--- config.mk ---
export PLATFORM = sky130hd
export DESIGN_NAME = mls_tracker
export DESIGN_NICKNAME = d
export VERILOG_FILES = /design/src/core/mls_pkg.sv /design/src/core/mls_sync_if.sv /design/src/core/mls_sync.sv /design/src/core/mls_tracker.sv
export SDC_FILE = /design/constraint.sdc
export NUM_CORES = 1
export LEC_CHECK = 0
export ABC_CLOCK_PERIOD_IN_PS = 1650
export BUFFER_PORTS_ARGS = -buffer_cell sky130_fd_sc_hd__buf_4
export CORE_MARGIN = 2
export CORE_UTILIZATION = 55
export CTS_CLUSTER_DIAMETER = 200
export DETAILED_ROUTE_END_ITERATION = 10
export PLACE_DENSITY = 0.84
export SYNTH_ARGS = -nofsm -noshare
export SYNTH_HDL_FRONTEND = slang
export SYNTH_HIERARCHICAL = 1
export SYNTH_SLANG_ARGS = --single-unit
--- constraint.sdc ---
create_clock -name clk_sys -period 1.65 [get_ports clk_sys]
set_clock_uncertainty 0.1 [all_clocks]
set_input_delay 0.165 -clock clk_sys [delete_from_list [all_inputs] [get_ports clk_sys]]
set_output_delay 0.165 -clock clk_sys [all_outputs]
set_load 0.05 [all_outputs]
--- src/core/mls_pkg.sv ---
package mls_pkg;

	localparam int unsigned   MLS_ADDR_W       = 4;
	localparam int unsigned   MLS_DATA_W       = 8;
	localparam int unsigned   MLS_LINES        = 4;

	// register offsets on the plain register port
	localparam logic [3:0]    MLS_OFS_STATUS   = 4'h0;
	localparam logic [3:0]    MLS_OFS_IER      = 4'h1;
	localparam logic [3:0]    MLS_OFS_MCR      = 4'h2;
	localparam logic [3:0]    MLS_OFS_EVT      = 4'h3;
	localparam logic [3:0]    MLS_OFS_EVT_EN   = 4'h4;
	localparam logic [3:0]    MLS_OFS_EVT_CLR  = 4'h5;

	// line index inside four-bit groups
	localparam int unsigned   MLS_CTS          = 0;
	localparam int unsigned   MLS_DSR          = 1;
	localparam int unsigned   MLS_RING         = 2;
	localparam int unsigned   MLS_CD           = 3;

	localparam int unsigned   MLS_IER_MODEM    = 3;
	localparam int unsigned   MLS_MCR_LOOP     = 4;

	localparam logic [7:0]    MLS_IER_MASK     = 8'h0F;
	localparam logic [7:0]    MLS_MCR_MASK     = 8'h1F;
	localparam logic [7:0]    MLS_RST_BYTE     = 8'h00;
	localparam logic [3:0]    MLS_RST_NIB      = 4'h0;
	localparam logic [3:0]    MLS_PIN_IDLE     = 4'hF;

	// sticky event bits of the block-level interrupt register
	localparam int unsigned   MLS_EV_CHANGE    = 0;
	localparam int unsigned   MLS_EV_RING      = 1;
	localparam int unsigned   MLS_EV_W         = 2;
	localparam logic [1:0]    MLS_EV_RST       = 2'h0;

endpackage : mls_pkg

--- src/core/mls_sync_if.sv ---
`timescale 1ns/100ps
`default_nettype none

interface mls_sync_if;
	logic [3:0] raw;
	logic [3:0] level;
	logic [3:0] settled;

	modport owner
	(
		output raw,
		input  level,
		input  settled
	);

	modport sync
	(
		input  raw,
		output level,
		output settled
	);
endinterface : mls_sync_if

`default_nettype wire

--- src/core/mls_sync.sv ---
`timescale 1ns/100ps
`default_nettype none

// three-stage synchroniser; a level counts only when stages two and three agree
module mls_sync
(
	input  wire logic     clk_sys,
	input  wire logic     sys_rst,
	mls_sync_if.sync      lines
);

	typedef struct packed
	{
		logic [3:0] s1;
		logic [3:0] s2;
		logic [3:0] s3;
		logic [3:0] level;
	} mls_sync_state_t;

	mls_sync_state_t st;
	mls_sync_state_t next_st;

	always_comb
	begin
		next_st    = st;
		next_st.s1 = lines.raw;
		next_st.s2 = st.s1;
		next_st.s3 = st.s2;
		for (int i = 0; i < 4; i++)
		begin
			if (st.s2[i] == st.s3[i])
			begin
				next_st.level[i] = st.s3[i];
			end
		end
	end

	always_ff @(posedge clk_sys)
	begin
		if (sys_rst)
		begin
			st <= '{s1: mls_pkg::MLS_PIN_IDLE, s2: mls_pkg::MLS_PIN_IDLE,
				s3: mls_pkg::MLS_PIN_IDLE, level: mls_pkg::MLS_PIN_IDLE};
		end
		else
		begin
			st <= next_st;
		end
	end

	assign lines.level   = st.level;
	assign lines.settled = st.level;

endmodule : mls_sync

`default_nettype wire

--- src/core/mls_tracker.sv ---
`timescale 1ns/100ps
`default_nettype none

module mls_tracker
(
	input  wire logic       clk_sys,
	input  wire logic       sys_rst,
	input  wire logic [3:0] reg_addr,
	input  wire logic [7:0] reg_wdata,
	input  wire logic       reg_wr,
	input  wire logic       reg_rd,
	output logic      [7:0] reg_rdata,
	input  wire logic       cts_n,
	input  wire logic       dsr_n,
	input  wire logic       ring_n,
	input  wire logic       carrier_detect_input_n,
	output logic            modem_irq,
	output logic            irq
);

	typedef struct packed
	{
		logic [3:0] flags;
		logic [3:0] prev_line;
		logic       prev_valid;
		logic [7:0] ier;
		logic [7:0] mcr;
		logic [1:0] evt;
		logic [1:0] evt_en;
		logic [7:0] rdata;
	} mls_state_t;

	mls_state_t st;
	mls_state_t next_st;

	mls_sync_if pins ();

	function automatic logic hit(input logic [3:0] a, input logic [3:0] ofs);
		return a == ofs;
	endfunction : hit

	// the pins are active low; line_on is high while the line is asserted
	assign pins.raw = {carrier_detect_input_n, ring_n, dsr_n, cts_n};

	mls_sync u_sync
	(
		.clk_sys (clk_sys),
		.sys_rst (sys_rst),
		.lines   (pins.sync)
	);

	logic [3:0] line_on;
	logic [3:0] change;
	logic [7:0] status;
	logic       loop_mode;
	logic       modem_req;

	always_comb
	begin
		loop_mode = st.mcr[mls_pkg::MLS_MCR_LOOP];
		// in loopback the pins are ignored and control bits drive the lines
		if (loop_mode)
		begin
			line_on = st.mcr[3:0];
		end
		else
		begin
			line_on = ~pins.settled;
		end
		change = '0;
		if (st.prev_valid)
		begin
			change[mls_pkg::MLS_CTS]  = line_on[mls_pkg::MLS_CTS] ^
				st.prev_line[mls_pkg::MLS_CTS];
			change[mls_pkg::MLS_DSR]  = line_on[mls_pkg::MLS_DSR] ^
				st.prev_line[mls_pkg::MLS_DSR];
			change[mls_pkg::MLS_RING] = st.prev_line[mls_pkg::MLS_RING] &
				~line_on[mls_pkg::MLS_RING];
			change[mls_pkg::MLS_CD]   = line_on[mls_pkg::MLS_CD] ^
				st.prev_line[mls_pkg::MLS_CD];
		end
		status    = {line_on, st.flags};
		modem_req = |st.flags;
	end

	always_comb
	begin
		next_st            = st;
		next_st.prev_line  = line_on;
		next_st.prev_valid = 1'b1;
		next_st.rdata      = mls_pkg::MLS_RST_BYTE;

		// read clear happens first so a same-cycle change still lands
		if (reg_rd && hit(reg_addr, mls_pkg::MLS_OFS_STATUS))
		begin
			next_st.flags = mls_pkg::MLS_RST_NIB;
		end
		if (reg_wr && hit(reg_addr, mls_pkg::MLS_OFS_STATUS))
		begin
			next_st.flags = reg_wdata[3:0];
		end
		next_st.flags = next_st.flags | change;

		if (reg_wr)
		begin
			case (reg_addr)
				mls_pkg::MLS_OFS_IER:
				begin
					next_st.ier = reg_wdata & mls_pkg::MLS_IER_MASK;
				end
				mls_pkg::MLS_OFS_MCR:
				begin
					next_st.mcr = reg_wdata & mls_pkg::MLS_MCR_MASK;
				end
				mls_pkg::MLS_OFS_EVT_EN:
				begin
					next_st.evt_en = reg_wdata[1:0];
				end
				mls_pkg::MLS_OFS_EVT_CLR:
				begin
					next_st.evt = st.evt & ~reg_wdata[1:0];
				end
				default:
				begin
				end
			endcase
		end
		// sticky events; a set in the clear cycle wins
		if (|change)
		begin
			next_st.evt[mls_pkg::MLS_EV_CHANGE] = 1'b1;
		end
		if (change[mls_pkg::MLS_RING])
		begin
			next_st.evt[mls_pkg::MLS_EV_RING] = 1'b1;
		end

		if (reg_rd)
		begin
			case (reg_addr)
				mls_pkg::MLS_OFS_STATUS:
				begin
					next_st.rdata = status;
				end
				mls_pkg::MLS_OFS_IER:
				begin
					next_st.rdata = st.ier;
				end
				mls_pkg::MLS_OFS_MCR:
				begin
					next_st.rdata = st.mcr;
				end
				mls_pkg::MLS_OFS_EVT:
				begin
					next_st.rdata = {6'h00, st.evt};
				end
				mls_pkg::MLS_OFS_EVT_EN:
				begin
					next_st.rdata = {6'h00, st.evt_en};
				end
				default:
				begin
					next_st.rdata = mls_pkg::MLS_RST_BYTE;
				end
			endcase
		end
	end

	always_ff @(posedge clk_sys)
	begin
		if (sys_rst)
		begin
			st.flags      <= mls_pkg::MLS_RST_NIB;
			st.prev_line  <= mls_pkg::MLS_RST_NIB;
			st.prev_valid <= 1'b0;
			st.ier        <= mls_pkg::MLS_RST_BYTE;
			st.mcr        <= mls_pkg::MLS_RST_BYTE;
			st.evt        <= mls_pkg::MLS_EV_RST;
			st.evt_en     <= mls_pkg::MLS_EV_RST;
			st.rdata      <= mls_pkg::MLS_RST_BYTE;
		end
		else
		begin
			st <= next_st;
		end
	end

	assign reg_rdata = st.rdata;
	assign modem_irq = modem_req & st.ier[mls_pkg::MLS_IER_MODEM];
	// block-level line, separate from the modem request path
	assign irq       = |(st.evt & st.evt_en);

endmodule : mls_tracker

`default_nettype wire

==> run summary <==
Mean instance size in the synthesized netlist - 9.96 um2
Min-delay worst type - in -> reg
Achievable frequency - 0.638 GHz
Power density normalized to cell area - 940 mW/mm2
Max Fanout on Critical Path - 3
Critical path startpoint category - flip-flop
GR Util All Layers - 18.9%
Placement-stage worst setup slack - 0.111 ns
Outcome - finished clean
Fin Setup TNS - 0 ns
Root Buffer - clkbuf_4
CTS clk-pin slew, worst paths - 0.13 ns
Clock buffer depth - 2
Setup repair after global routing missed its margin - no
Number of hold violations in the final report - 0
TritonCTS Buffers - 5
Boundary Pins - 30
NumNets Final - 237
Final Max Tran Viols - 0
Total global routing overflow - 0
Height of the die - 62.2 um
Total inserted antenna cells - 0
Number of detailed-route iterations in the first pass - 4
Die area - 0.00387 mm2
Later-pin clock latency in the skew report - 0.36 ns
Setup Viol. Count Final - 0
Vias in the first global route - 1319
Post-Route Utilization - 68.5%
Post-route standard cell area excluding fillers - 0.00225 mm2
Average wire per cell in the routed design - 12.6 um
Maximum number of pins on one net before global-route repair - 38
Peak supply drop - 0.000640 V
Number of rows created at floorplan - 21
Vias after detailed routing - 1364
Leakage power total - 0.945 nW
CTS tree - built
Buffers on Ports - 26
Data arrival at the endpoint of the critical path - 1.30 ns
Floorplan Core Area - 0.00328 mm2
Area overhead of the layout relative to synthesis - 20.7%
# clock sinks - 46
Number of antenna violations at the first check in global routing - 0
Die Width - 62.2 um
Starting utilization of the core area - 56.7%
Tcrit/Tclk final - 95.1%
Slew at the pin closest to its max-slew limit - 0.349 ns
Required time at the worst-slack endpoint - 1.38 ns
Synth Net Count - 207
Filler-free cell count of the finished design - 264
Routed Antenna Nets - 0
Routability Congestion - 0.794
Post-Route WL - 3.33 mm
Total of max-cap violations - 0
Syn Std Cell Area - 0.00186 mm2
Placed cell count - 243
Worst Slack Setup Final - 0.0814 ns
Worst setup path category - reg -> out
Wire length of the first global-routing pass - 5.77 mm
Iter 0 DRT Violations - 92
H-tree depth - 2
Syn. warnings - 6
Share of post-route cells with drive strength above 1 - 22.9%
Postcts setup bufs - 0
Min Tclk post-route - 1.57 ns
Placement Cell Area - 0.00200 mm2
Post-detailed-route via-to-cell ratio - 5.17
Worst relative slew slack - 76.5%
Nature of the critical path endpoint - output port
HPWL after DPL - 2.35 mm
Post-synthesis cell count - 187
Detailed-route DRC error count - 0
sequential cells by signal, summed over array words and instances (netlist names):
| register | flops |
|---|---|
| loop_mode | 1 |
| reg_rdata | 8 |
| st | 21 |
| u_sync/lines.level | 4 |
| u_sync/next_st | 8 |
| u_sync/st | 4 |
layout by cell type (no fill, tap or decap), types with 2 or more instances in the layout:
cell type      count
mux2i_1           14
dlygate4sd3_1     13
o21bai_1           4
nand2_1            3
nand3_1            4
buf_4             27
nor2_1            27
nand3_2            2
mux4_2             2
a21boi_0           2
bufinv_16          2
inv_1              5
a22oi_1            4
a21oi_1           13
o21ai_0            3
nand2b_1           5
or2_1             12
clkbuf_4           5
dfxtp_1           45
critical path, stage by stage (launching register included):
cell and delay (ns):
dfxtp_1 0.35, o41a_1 0.44, buf_6 0.16
area by class of cell:
type	instances	area [um2]
sequential	46	922
clock inverter	3	68.8
multi-input combinational	118	800
fill	259	1040
inverter	5	18.8
tap	46	57.6
timing repair buffer	41	344
clock buffer	5	37.5
metal layers:
layer / routed length, um / vias to the layer above / track usage (%)
met4: 70 / 0 / 8.89
met2: 1570 / 30 / 30.7
met1: 1510 / 632 / 22.5
met3: 172 / 8 / 6.52
li1: - / 694 / -
met5: 0 / - / 0
path summary, 6_finish.rpt:
check | startpoint | to | slack (ns) | depth (start not counted)
worst max-delay path | st[35]$_SDFF_PP0_ | modem_irq | 0.08 | 2
worst min-delay path | sys_rst | st[32]$_SDFF_PP0_ | 0.08 | 2
worst max register to register | loop_mode$_SDFFE_PP0P_ | st[10]$_SDFFE_PP0P_ | 0.17 | 5
worst min register to register | u_sync/next_st[8]$_SDFF_PP1_ | u_sync/next_st[4]$_SDFF_PP1_ | 0.32 | 1
per-stage QoR:
| step | power, W | hold slack (ns) |
|---|---|---|
| 2_1_floorplan | 0.00123 | 0.162 |
| 3_3_place_gp | 0.00128 | 0.243 |
| 3_5_place_dp | 0.00128 | 0.248 |
| 4_1_cts | 0.00213 | 0.0536 |
| 5_1_grt | 0.00220 | 0.0547 |
| 6_report | 0.00211 | 0.0764 |
power breakdown:
part	internal (W)	leakage (nW)	switching (W)
Clock	0.000474	0.0554	0.000356
Sequential	0.00113	0.374	0.0000120
Combinational	0.0000754	0.515	0.0000642
repair_timing:
action,in CTS,in global routing
gates resized for setup,0,5
setup endpoints to repair,0,10
hold buffers,13,0
hold endpoints to repair,19,0
(Power assumes the default switching activity.)
